`src/core/dmt_pkg.sv`:
```
// Package: timing constants and command codes shared by both ends
package dmt_pkg;
	localparam int CLK_PERIOD_PS = 10000;
	localparam int MODE_GAP_DEV_CYC = 16;
	localparam int MODE_GAP_DEV_NS = 10;
	localparam int UPDATE_DELAY_CYC = 24;
	localparam int LEVEL_FIRST_STROBE_CYC = 40;
	localparam int LEVEL_STROBE_EN_CYC = 25;
	localparam int PARITY_LATENCY_CYC = 6;
	localparam int PAR_ALERT_EXTRA_NS = 6;
	localparam int PAR_ALERT_MIN_CYC = 88;
	localparam int PAR_ALERT_MAX_CYC = 176;
	localparam int PAR_ALERT_REPLY_CYC = 78;
	localparam int CRC_ALERT_MIN_NS = 3;
	localparam int CRC_ALERT_MAX_NS = 13;
	localparam int CRC_ALERT_WIDTH_MIN_CYC = 6;
	localparam int CRC_ALERT_WIDTH_MAX_CYC = 10;
	localparam int REFRESH_NORMAL_NS = 350;
	localparam int REFRESH_DOUBLE_NS = 260;
	localparam int REFRESH_QUAD_NS = 160;
	localparam int WRITE_LATENCY_CYC = 9;
	localparam int WRITE_START_BL8_CYC = 4;
	localparam int WRITE_START_BC4_CYC = 2;
	localparam int WRITE_RECOVERY_NS = 15;
	localparam int WRITE_RECOVERY_CRC_DM_NS = 20;
	localparam int WTR_S_CYC = 3;
	localparam int WTR_S_CRC_DM_CYC = 5;
	localparam int WTR_L_CYC = 9;
	localparam int WTR_L_CRC_DM_CYC = 11;
	localparam int MODE_ZERO_WR_CYC = 12;
	localparam int PDE_PENDING_CYC = 2;
	// ceiling of ns over the clock period
	function automatic int ns_to_cyc(input int ns);
		int c;
		c = (ns * 1000 + CLK_PERIOD_PS - 1) / CLK_PERIOD_PS;
		return (c < 1) ? 1 : c;
	endfunction : ns_to_cyc
	function automatic int imax(input int a, input int b);
		return (a > b) ? a : b;
	endfunction : imax
	localparam int MODE_GAP_DEV =
		imax(MODE_GAP_DEV_CYC, ns_to_cyc(MODE_GAP_DEV_NS));
	localparam int PAR_ALERT_ON_CYC =
		PARITY_LATENCY_CYC + (PAR_ALERT_EXTRA_NS * 1000) / CLK_PERIOD_PS;
	localparam int CRC_ALERT_DLY_CYC = ns_to_cyc(CRC_ALERT_MIN_NS);
	localparam int CRC_ALERT_HOLD_CYC = 8;
	localparam int PAR_ALERT_HOLD_CYC = 120;
	localparam int REF_NORMAL_CYC = ns_to_cyc(REFRESH_NORMAL_NS);
	localparam int REF_DOUBLE_CYC = ns_to_cyc(REFRESH_DOUBLE_NS);
	localparam int REF_QUAD_CYC = ns_to_cyc(REFRESH_QUAD_NS);
	localparam int CNT_W = 8;
	localparam logic [3:0] CMD_DES = 4'h0;
	localparam logic [3:0] CMD_MRS = 4'h1;
	localparam logic [3:0] CMD_REF = 4'h2;
	localparam logic [3:0] CMD_ACT = 4'h3;
	localparam logic [3:0] CMD_PRE = 4'h4;
	localparam logic [3:0] CMD_WR = 4'h5;
	localparam logic [3:0] CMD_RD = 4'h6;
	localparam logic [3:0] CMD_RDA = 4'h7;
	localparam logic [3:0] CMD_ODT = 4'h8;
	localparam logic [3:0] CMD_WRA = 4'h9;
	localparam logic [1:0] REF_MODE_NORMAL = 2'h0;
	localparam logic [1:0] REF_MODE_DOUBLE = 2'h1;
	localparam logic [1:0] REF_MODE_QUAD = 2'h2;
	// commands that need the loop locked
	function automatic logic needs_lock(input logic [3:0] c);
		return (c == CMD_RD) || (c == CMD_RDA) || (c == CMD_ODT);
	endfunction : needs_lock
	function automatic logic [CNT_W-1:0] ref_cycles(input logic [1:0] m);
		case (m)
			REF_MODE_DOUBLE: ref_cycles = CNT_W'(REF_DOUBLE_CYC);
			REF_MODE_QUAD: ref_cycles = CNT_W'(REF_QUAD_CYC);
			default: ref_cycles = CNT_W'(REF_NORMAL_CYC);
		endcase
	endfunction : ref_cycles
endpackage : dmt_pkg

```
`src/core/dmt_link_if.sv`:
```
// Interface: command bus and alert line between controller and device
`timescale 1ns/1ps
interface dmt_link_if;
	logic cmd_valid;
	logic [3:0] cmd;
	logic cmd_parity_err;
	logic crc_err;
	logic strobe_en;
	logic strobe_edge;
	logic cke;
	logic alert_n;
	modport ctrl (output cmd_valid, output cmd, output cmd_parity_err,
		output crc_err, output strobe_en, output strobe_edge, output cke,
		input alert_n);
	modport dev (input cmd_valid, input cmd, input cmd_parity_err,
		input crc_err, input strobe_en, input strobe_edge, input cke,
		output alert_n);
endinterface : dmt_link_if

```
`src/core/dmt_controller.sv`:
```
// Controller end: interval counters gating commands, APB register slave
//
// The register offsets and register access over APB were left to the implementer.
`timescale 1ns/1ps
module dmt_controller
	import dmt_pkg::*;
(
	input wire logic CORE_CLK_IN,
	input wire logic RSTN_IN,
	dmt_link_if.ctrl link,
	input wire logic PSEL_IN,
	input wire logic PENABLE_IN,
	input wire logic PWRITE_IN,
	input wire logic [11:0] PADDR_IN,
	input wire logic [31:0] PWDATA_IN,
	output logic [31:0] PRDATA_OUT,
	output logic PREADY_OUT,
	output logic PSLVERR_OUT
);
	localparam logic [11:0] REG_CMD = 12'h000;
	localparam logic [11:0] REG_CFG = 12'h004;
	localparam logic [11:0] REG_STATUS = 12'h008;
	localparam int CFG_REFMODE_LSB = 0;
	localparam int CFG_CRCDM_BIT = 2;
	localparam int CFG_PERSIST_BIT = 3;
	localparam int CFG_DLL_UNLOCK_BIT = 4;
	localparam int CFG_CKE_BIT = 5;
	localparam int CMD_INJ_PAR_BIT = 4;
	localparam int CMD_INJ_CRC_BIT = 5;
	localparam int CMD_LEVEL_BIT = 6;
	localparam int NCNT = 6;
	typedef enum logic [2:0] {
		ST_IDLE = 3'b001,
		ST_ISSUE = 3'b010,
		ST_DONE = 3'b100
	} dmt_state_t;
	dmt_state_t st_reg, st_next;
	logic [31:0] cfg_reg, cfg_next;
	logic [6:0] cmd_reg, cmd_next;
	logic [CNT_W-1:0] cnt_reg [NCNT];
	logic [CNT_W-1:0] cnt_next [NCNT];
	logic alert_s1_reg, alert_s2_reg, alert_seen_reg, alert_seen_next;
	logic [31:0] prdata_reg, prdata_next;
	logic pready_reg, pready_next, pslverr_reg, pslverr_next;
	logic cv_reg, cv_next, pe_reg, pe_next, ce_reg, ce_next;
	logic se_reg, se_next, sg_reg, sg_next;
	logic [3:0] lc_reg, lc_next;
	logic blocked, apb_wr, apb_rd, mapped;
	logic [CNT_W-1:0] wr_rec;
	// Counter slots: 0 mode, 1 refresh, 2 level strobe, 3 level edge,
	// 4 loop lock, 5 write recovery; one each so no constraint hides another
	always_comb begin
		wr_rec = cfg_reg[CFG_CRCDM_BIT] ?
			CNT_W'(ns_to_cyc(WRITE_RECOVERY_CRC_DM_NS)) :
			CNT_W'(ns_to_cyc(WRITE_RECOVERY_NS));
		case (cmd_reg[3:0])
			CMD_MRS: blocked = cnt_reg[0] != '0;
			CMD_ACT, CMD_REF: blocked = cnt_reg[1] != '0;
			CMD_RD, CMD_RDA, CMD_ODT: blocked = cnt_reg[4] != '0 ||
				cnt_reg[0] != '0;
			default: blocked = cnt_reg[0] != '0;
		endcase
		if (alert_seen_reg && cfg_reg[CFG_PERSIST_BIT])
			blocked = 1'b1;
		mapped = PADDR_IN == REG_CMD || PADDR_IN == REG_CFG ||
			PADDR_IN == REG_STATUS;
		// Write lands on the edge where the master samples ready high
		apb_wr = PSEL_IN && PENABLE_IN && pready_reg && PWRITE_IN;
		apb_rd = PSEL_IN && PENABLE_IN && !pready_reg && !PWRITE_IN;
	end
	always_comb begin
		st_next = st_reg;
		cfg_next = cfg_reg;
		cmd_next = cmd_reg;
		cv_next = 1'b0;
		pe_next = 1'b0;
		ce_next = 1'b0;
		lc_next = CMD_DES;
		se_next = se_reg;
		sg_next = 1'b0;
		alert_seen_next = alert_seen_reg || !alert_s2_reg;
		for (int i = 0; i < NCNT; i++)
			cnt_next[i] = (cnt_reg[i] != '0) ? cnt_reg[i] - 1'b1 : cnt_reg[i];
		// Strobe drivers and first edge only after leveling waits
		if (cnt_reg[2] == CNT_W'(1))
			se_next = 1'b1;
		if (cnt_reg[3] == CNT_W'(1))
			sg_next = 1'b1;
		pready_next = PSEL_IN && PENABLE_IN && !pready_reg;
		pslverr_next = pready_next && !mapped;
		prdata_next = '0;
		case (st_reg)
			ST_IDLE: begin
				if (apb_wr && PADDR_IN == REG_CMD) begin
					cmd_next = PWDATA_IN[6:0];
					st_next = ST_ISSUE;
				end
			end
			ST_ISSUE: begin
				if (!blocked) begin
					cv_next = 1'b1;
					lc_next = cmd_reg[3:0];
					pe_next = cmd_reg[CMD_INJ_PAR_BIT];
					ce_next = cmd_reg[CMD_INJ_CRC_BIT];
					case (cmd_reg[3:0])
						CMD_MRS: begin
							cnt_next[0] = CNT_W'(imax(MODE_GAP_DEV,
								UPDATE_DELAY_CYC));
							if (cmd_reg[CMD_LEVEL_BIT]) begin
								se_next = 1'b0;
								cnt_next[2] = CNT_W'(LEVEL_STROBE_EN_CYC);
								cnt_next[3] = CNT_W'(LEVEL_FIRST_STROBE_CYC);
							end
						end
						CMD_REF: cnt_next[1] =
							ref_cycles(cfg_reg[CFG_REFMODE_LSB +: 2]);
						CMD_WR: cnt_next[5] = CNT_W'(WRITE_LATENCY_CYC +
							WRITE_START_BL8_CYC) + wr_rec;
						CMD_WRA: cnt_next[5] = CNT_W'(WRITE_LATENCY_CYC +
							WRITE_START_BL8_CYC + MODE_ZERO_WR_CYC + 1);
						default: ;
					endcase
					st_next = ST_DONE;
				end
			end
			ST_DONE: st_next = ST_IDLE;
			default: st_next = ST_IDLE;
		endcase
		if (cfg_reg[CFG_DLL_UNLOCK_BIT] && !needs_lock(CMD_DES)) begin
			cfg_next[CFG_DLL_UNLOCK_BIT] = 1'b0;
			cnt_next[4] = CNT_W'(PDE_PENDING_CYC * 100);
		end
		if (apb_wr && PADDR_IN == REG_CFG)
			cfg_next = PWDATA_IN;
		if (apb_wr && PADDR_IN == REG_STATUS)
			alert_seen_next = !alert_s2_reg; // Set wins over clear
		if (apb_rd && PADDR_IN == REG_CFG)
			prdata_next = cfg_reg;
		if (apb_rd && PADDR_IN == REG_STATUS)
			prdata_next = {24'h0, st_reg == ST_IDLE, cnt_reg[5] != '0,
				cnt_reg[1] != '0, cnt_reg[0] != '0, se_reg,
				alert_seen_reg, !alert_s2_reg, blocked};
		if (apb_rd && PADDR_IN == REG_CMD)
			prdata_next = {25'h0, cmd_reg};
	end
	always_ff @(posedge CORE_CLK_IN) begin
		if (!RSTN_IN) begin
			st_reg <= ST_IDLE;
			cfg_reg <= '0;
			cmd_reg <= '0;
			for (int i = 0; i < NCNT; i++)
				cnt_reg[i] <= '0;
			alert_s1_reg <= 1'b1;
			alert_s2_reg <= 1'b1;
			alert_seen_reg <= 1'b0;
			prdata_reg <= '0;
			pready_reg <= 1'b0;
			pslverr_reg <= 1'b0;
			cv_reg <= 1'b0;
			pe_reg <= 1'b0;
			ce_reg <= 1'b0;
			lc_reg <= CMD_DES;
			se_reg <= 1'b0;
			sg_reg <= 1'b0;
		end else begin
			st_reg <= st_next;
			cfg_reg <= cfg_next;
			cmd_reg <= cmd_next;
			for (int i = 0; i < NCNT; i++)
				cnt_reg[i] <= cnt_next[i];
			alert_s1_reg <= link.alert_n;
			alert_s2_reg <= alert_s1_reg;
			alert_seen_reg <= alert_seen_next;
			prdata_reg <= prdata_next;
			pready_reg <= pready_next;
			pslverr_reg <= pslverr_next;
			cv_reg <= cv_next;
			pe_reg <= pe_next;
			ce_reg <= ce_next;
			lc_reg <= lc_next;
			se_reg <= se_next;
			sg_reg <= sg_next;
		end
	end
	// Deselect is sent whenever no command issues
	assign link.cmd_valid = cv_reg;
	assign link.cmd = lc_reg;
	assign link.cmd_parity_err = pe_reg;
	assign link.crc_err = ce_reg;
	assign link.strobe_en = se_reg;
	assign link.strobe_edge = sg_reg;
	assign link.cke = cfg_reg[CFG_CKE_BIT];
	assign PRDATA_OUT = prdata_reg;
	assign PREADY_OUT = pready_reg;
	assign PSLVERR_OUT = pslverr_reg;
endmodule : dmt_controller

```
`src/flat_wrapper.sv`:
```
// flat-port wrapper written by rule: the top's interface ports become plain ports
module dmt_controller_flat import dmt_pkg::*;
  (CORE_CLK_IN, RSTN_IN, PSEL_IN, PENABLE_IN, PWRITE_IN, PADDR_IN, PWDATA_IN, PRDATA_OUT, PREADY_OUT, PSLVERR_OUT, link_cmd_valid, link_cmd, link_cmd_parity_err, link_crc_err, link_strobe_en, link_strobe_edge, link_cke, link_alert_n);
  dmt_link_if link_i ();
  input wire logic CORE_CLK_IN;
  input wire logic RSTN_IN;
  input wire logic PSEL_IN;
  input wire logic PENABLE_IN;
  input wire logic PWRITE_IN;
  input wire logic [11:0] PADDR_IN;
  input wire logic [31:0] PWDATA_IN;
  output logic [31:0] PRDATA_OUT;
  output logic PREADY_OUT;
  output logic PSLVERR_OUT;
  output wire logic [$bits(link_i.cmd_valid)-1:0] link_cmd_valid;
  output wire logic [$bits(link_i.cmd)-1:0] link_cmd;
  output wire logic [$bits(link_i.cmd_parity_err)-1:0] link_cmd_parity_err;
  output wire logic [$bits(link_i.crc_err)-1:0] link_crc_err;
  output wire logic [$bits(link_i.strobe_en)-1:0] link_strobe_en;
  output wire logic [$bits(link_i.strobe_edge)-1:0] link_strobe_edge;
  output wire logic [$bits(link_i.cke)-1:0] link_cke;
  input wire logic [$bits(link_i.alert_n)-1:0] link_alert_n;
  assign link_cmd_valid = link_i.cmd_valid;
  assign link_cmd = link_i.cmd;
  assign link_cmd_parity_err = link_i.cmd_parity_err;
  assign link_crc_err = link_i.crc_err;
  assign link_strobe_en = link_i.strobe_en;
  assign link_strobe_edge = link_i.strobe_edge;
  assign link_cke = link_i.cke;
  assign link_i.alert_n = link_alert_n;
  dmt_controller u_core (.CORE_CLK_IN(CORE_CLK_IN), .RSTN_IN(RSTN_IN), .link(link_i), .PSEL_IN(PSEL_IN), .PENABLE_IN(PENABLE_IN), .PWRITE_IN(PWRITE_IN), .PADDR_IN(PADDR_IN), .PWDATA_IN(PWDATA_IN), .PRDATA_OUT(PRDATA_OUT), .PREADY_OUT(PREADY_OUT), .PSLVERR_OUT(PSLVERR_OUT));
endmodule
```
`config.mk`:
```
export PLATFORM = sky130hd
export DESIGN_NAME = dmt_controller_flat
export DESIGN_NICKNAME = d
export VERILOG_FILES = /design/src/core/dmt_pkg.sv /design/src/core/dmt_link_if.sv /design/src/core/dmt_controller.sv /design/src/flat_wrapper.sv
export SDC_FILE = /design/constraint.sdc
export NUM_CORES = 1
export LEC_CHECK = 0
export BUFFER_PORTS_ARGS = -buffer_cell sky130_fd_sc_hd__buf_2
export CAP_MARGIN = 20
export CORE_MARGIN = 5
export CORE_UTILIZATION = 45
export DETAILED_ROUTE_END_ITERATION = 7
export PLACE_DENSITY = 0.77
export SLEW_MARGIN = 30
export SYNTH_ARGS = -nofsm -noshare
export SYNTH_HDL_FRONTEND = slang
export SYNTH_SLANG_ARGS = --single-unit
```
`constraint.sdc`:
```
create_clock -name CORE_CLK_IN -period 2.15 [get_ports CORE_CLK_IN]
set_input_delay 0.5375 -clock CORE_CLK_IN [delete_from_list [all_inputs] [get_ports CORE_CLK_IN]]
set_output_delay 0.5375 -clock CORE_CLK_IN [all_outputs]
set_load 0.05 [all_outputs]
```
# Word level (Yosys, flattened, before mapping)
# Memories as Yosys holds them, arrays and structs flattened.
# Cells that the tools add are included.
dict set report word_totals {
  output_inout_bits 44
  input_bits 50
  register_bits 88
  romBits 0
  latchBits 0
  n_memories 1
  mem_bits_rw 48
}
dict set report classes {
  n_eq_ne 18
  multipliers 0
  magnitude_cmp 0
  n_bitwise 9
  addsub 6
  div_mod_pow 0
  n_mux 41
  shifts 0
  reduce_logical 37
}
# memory depth word_bits read_ports rd_clocked_by_memory_dff write_ports line_no
set memory_table {}
lappend memory_table {u_core.cnt_reg 6 8 6 0 6 dmt_controller.sv:40} ;# logic [CNT_W-1:0] cnt_reg [NCNT];
# operator count
set ops {}
lappend ops {{$mux W8} 19}
lappend ops {{$mux W32} 2}
lappend ops {{$reduce_bool A8 Y1} 6}
lappend ops {{$sub A8 B1 Y8 const B} 6}
lappend ops {{$mux W16} 2}
lappend ops {{$eq A8 B1 Y1 const B} 2}
lappend ops {{$pmux W8 S2} 1}
lappend ops {{$logic_and A1 B1 Y1} 13}
lappend ops {{$eq A12 B3 Y1 const B} 1}
lappend ops {{$eq A12 B4 Y1 const B} 1}
lappend ops {{$eq A4 B3 Y1 const B} 3}
lappend ops {{$logic_not A12 Y1} 1}
lappend ops {{$pmux W6 S2} 1}
lappend ops {{$mux W1} 11}
lappend ops {{$eq A4 B2 Y1 const B} 2}
lappend ops {{$eq A4 B4 Y1 const B} 2}
lappend ops {{$reduce_and A2 Y1} 4}
lappend ops {{$mux W7} 1}
lappend ops {{$mux W3} 2}
lappend ops {{$or A1 B1 Y1} 6}
lappend ops {{$pmux W3 S2} 1}
lappend ops {{$reduce_or A3 Y1} 2}
lappend ops {{$eq A4 B1 Y1 const B} 1}
lappend ops {{$logic_not A1 Y1} 4}
lappend ops {{11 further kinds} 17}

# Depth between registers and ports, before layout
# An unclocked memory read counts as a cell.
dict set report logic_depth {
  ltp_word 8
  ltp_mapped 8
  mapped_depth_nobuf 6
}

# Worst setup path before layout
# OpenSTA, ideal clock, no wires.
dict set report synth_path {
  path_kind {register to register}
  startpoint {memory u_core.cnt_reg[0][0]}
  endpoint {memory u_core.cnt_reg[2][2], in the netlist u_core.cnt_reg[0][18]}
  t_arrival_ns 2.212
  path_slack_ns -0.193
  path_stages_with_launch 9
  path_buffers 2
  t_required_ns 2.018
  setup_time_ns 0.132
  period_less_slack_ns 2.343
  path_cell_list {dfxtp_1 -> inv_1 -> ha_1 -> or3b_1 -> or3_1 -> buf_6 -> a2111oi_4 -> buf_6 -> nor3_1}
}
# item line_no
set synth_lines {}
lappend synth_lines {{start, declared} dmt_controller.sv:40}

==> results.sh <==
export IMPL_dp_cells=916
export IMPL_clock_skew_ns=0.008834
export IMPL_rsz_0062_raised_after_global_routing="yes"
export IMPL_detail_route_wirelength_met1_um=6547
export IMPL_synth_cell_types=54
export IMPL_crit_fanout=17
export IMPL_crit_path_start_kind="flop"
export IMPL_layout_overhead_on_the_synthesized_area_pct=24.77
export IMPL_antenna_found_initial=0
export IMPL_leakage_nw=2.950
export IMPL_clk_pin_slew_ns=0.05
export IMPL_floorplan_initialDensity_pct=46.12
export IMPL_htree_levels=4
export IMPL_cts_max_path_buffers=2
export IMPL_totalWireLength_um=15180
export IMPL_worstSkewPairLatency_ns=0.42
export IMPL_chip_height_um=124.0
export IMPL_largest_reg_flops=48
export IMPL_grt_overflow_total=0
export IMPL_outcome="completed"
export IMPL_clock_fmax_mhz=478.9
export IMPL_synthArstFlopShare_pct=0
export IMPL_grt_start_max_net_pins=44
export IMPL_critPathRequiredTime_ns=2.50
export IMPL_post_route_drc_count=0
export IMPL_setup_failing_eps_final=0
export IMPL_post_route_period_util_pct=97.11
export IMPL_via_per_inst=5.611
export IMPL_met2RoutedLength_um=7203
export IMPL_worstSetupPathType="flop to flop"
export IMPL_cap_viol_max_count=0
export IMPL_core_um2=12670
export IMPL_gp_congestion=0.8259
export IMPL_crit_path_end_kind="flop"
export IMPL_hold_class="input port to flop"
export IMPL_mean_post_synth_cell_area_um2=8.964
export IMPL_ant_nets=0
export IMPL_synth_edf_count=0
export IMPL_synth_ff_latch_count=136
export IMPL_grt_first_pass_wirelength_um=24400
export IMPL_cts_post_setup_buffers_inserted=0
export IMPL_detail_route_first_pass_iterations=7
export IMPL_highest_routed_metal_layer="met4"
export IMPL_maxSlewHeadroom_pct=65.99
export IMPL_final_fill_count=1095
export IMPL_fin_area_um2=7292
export IMPL_layout_commonest_cell="sky130_fd_sc_hd__dfxtp_1"
export IMPL_yosysSeqAreaShare_pct=46.59
export IMPL_postSynth_topFlopCell="sky130_fd_sc_hd__dfxtp_1"
export IMPL_number_of_warning_messages_in_the_yosys_log=0
export IMPL_avgRoutedWirePerCell_um=16.01
export IMPL_layout_nets=827
export IMPL_detail_route_iter0_violations=354
export IMPL_first_global_vias=5101
export IMPL_final_max_slew_violation_count=0
export IMPL_worst_ir_drop_vdd_v=0.0008377
export IMPL_synthesis_area_um2=5844
export IMPL_syn_instance_count=652
export IMPL_dr_total_vias=5319
export IMPL_clock_tree_from_tritoncts="built"
export IMPL_final_period_demand_of_the_worst_path_ns=2.088
export IMPL_routed_wl_met3_um=1129
export IMPL_chipWidth_um=124.0
export IMPL_timing_worst_slew_pin_value_ns=0.4974
export IMPL_final_instance_count_excl_fill=948
export IMPL_dpl_instance_area_um2=6703
export IMPL_diodes_inserted=0
export IMPL_drive_above_1_share_pct=24.10
export IMPL_clock_buffers_created_by_tritoncts=17
export IMPL_dp_hpwl_um=10710
export IMPL_syn_nets=716
export IMPL_grt_use_total_pct=19.93
export IMPL_cp_data_arrival_time_ns=2.44
export IMPL_most_frequent_cells_in_the_layout="134 x sky130_fd_sc_hd__dfxtp_1, 93 x sky130_fd_sc_hd__buf_2, 52 x sky130_fd_sc_hd__a21oi_1"
export IMPL_design_die_area_um2=15370
export IMPL_finalHoldViolCount=0
export IMPL_clock_sinks=136
export IMPL_port_buffers=93
export IMPL_rows=41
export IMPL_root_buffer="sky130_fd_sc_hd__clkbuf_16"
export IMPL_pwr_density_cell_nw_per_um2=1151
export IMPL_boundaryPins=94
[synth_stat cells (all sizes together), types with 4 or more instances]
| library cell | number | area [um2] |
|---|---|---|
| nor2 | 36 | 135.1 |
| inv | 17 | 63.81 |
| nand2b | 6 | 37.54 |
| xor2 | 11 | 96.34 |
| and3 | 5 | 31.28 |
| xnor2 | 18 | 157.7 |
| a2111oi | 4 | 53.81 |
| nor3 | 31 | 155.2 |
| or3 | 5 | 31.28 |
| ha | 14 | 175.2 |
| o2bb2ai | 4 | 35.03 |
| mux2i | 7 | 70.07 |
| a311oi | 5 | 43.79 |
| dfxtp | 136 | 2723 |
| or4 | 6 | 48.80 |
| clkbuf | 39 | 146.4 |
| nand2 | 30 | 112.6 |
| o21ai | 48 | 240.2 |
| o21a | 6 | 45.04 |
| mux2 | 5 | 56.30 |
| nand4 | 44 | 275.3 |
| or4b | 4 | 40.04 |
| nor3b | 8 | 60.06 |
| o31ai | 4 | 30.03 |
| nand3 | 24 | 120.1 |
| nor4 | 12 | 75.07 |
| a21oi | 52 | 260.3 |
| and2 | 33 | 206.5 |
| a211oi | 8 | 65.06 |
[timing repair]
action                     in CTS  in global routing
gates resized for setup         2                  3
gates cloned                    0                  0
hold buffers                    0                  0
setup endpoints to repair       2                 30
[critical path, stage by stage, from the launching register on]
cell	delay (ns)
sky130_fd_sc_hd__dfxtp_2	0.34
sky130_fd_sc_hd__or4_4	0.54
sky130_fd_sc_hd__or3_4	0.42
sky130_fd_sc_hd__a2111oi_4	0.37
sky130_fd_sc_hd__buf_12	0.20
sky130_fd_sc_hd__o31a_1	0.16
[worst paths after layout]
path / start / slack (ns) / depth (start not counted) / to
max reg2reg: u_core.cnt_reg[0][5] / 0.06 / 5 / u_core.cnt_reg[0][19]
min reg2reg: u_core.alert_s1_reg / 0.44 / 1 / u_core.alert_s2_reg
min: link_alert_n / 0.32 / 2 / u_core.alert_s1_reg
max: u_core.cnt_reg[0][5] / 0.06 / 5 / u_core.cnt_reg[0][19]
[through the flow]
stage / hold WS, ns / setup TNS [ns] / worst slack [ns] / power [mW] / utilization, %
floorplan: 0.3863 / 0 / 0.0007003 / 4.924 / -
finish: 0.3190 / 0 / 0.06206 / 8.390 / 57.55
detailed placement: 0.4254 / 0 / 0.001321 / 5.614 / 52.90
global route: 0.3323 / -0.008079 / -0.008079 / 8.893 / 57.55
global placement: 0.4235 / 0 / 0.05271 / 5.440 / 52.90
CTS: 0.2994 / 0 / 0.02264 / 8.405 / 57.43
[where the power goes]
| group | internal (mW) | total (mW) | switching (mW) |
|---|---|---|---|
| sequential | 2.85 | 3.18 | 0.338 |
| clock | 1.68 | 2.76 | 1.08 |
| combinational | 1.16 | 2.44 | 1.28 |
[cell families (layout without fill, tap and decap cells)]
group | count (synthesis) | count (layout) | synth area share [%]
AND/OR/NAND/NOR | 258 | 258 | 24.79
flip-flops | 136 | 136 | 46.59
XOR/XNOR | 29 | 29 | 4.346
buffers and inverters | 59 | 183 | 4.046
adder cells (fa/ha/maj) | 14 | 14 | 2.997
multiplexers | 12 | 12 | 2.162
AO/OA/AOI/OAI | 144 | 144 | 15.07
[cell type report]
cell class	instances	area (um2)	share of cell area [%]
clock inverters	10	93.84	1.287
well taps	172	215.2	2.951
flip-flops and latches	136	2725	37.37
multi-input cells	457	2925	40.12
inverters	18	67.56	0.9266
repair buffers	133	790.8	10.84
clock buffers	22	474.2	6.503
[routing by layer]
layer | vias up | GRT usage (%)
met4 | 0 | 8.830
met3 | 29 | 4.814
met5 | - | 0
li1 | 2587 | -
met1 | 2481 | 25.73
met2 | 222 | 31.70
No activity file was read; power rests on OpenSTA's default activity.
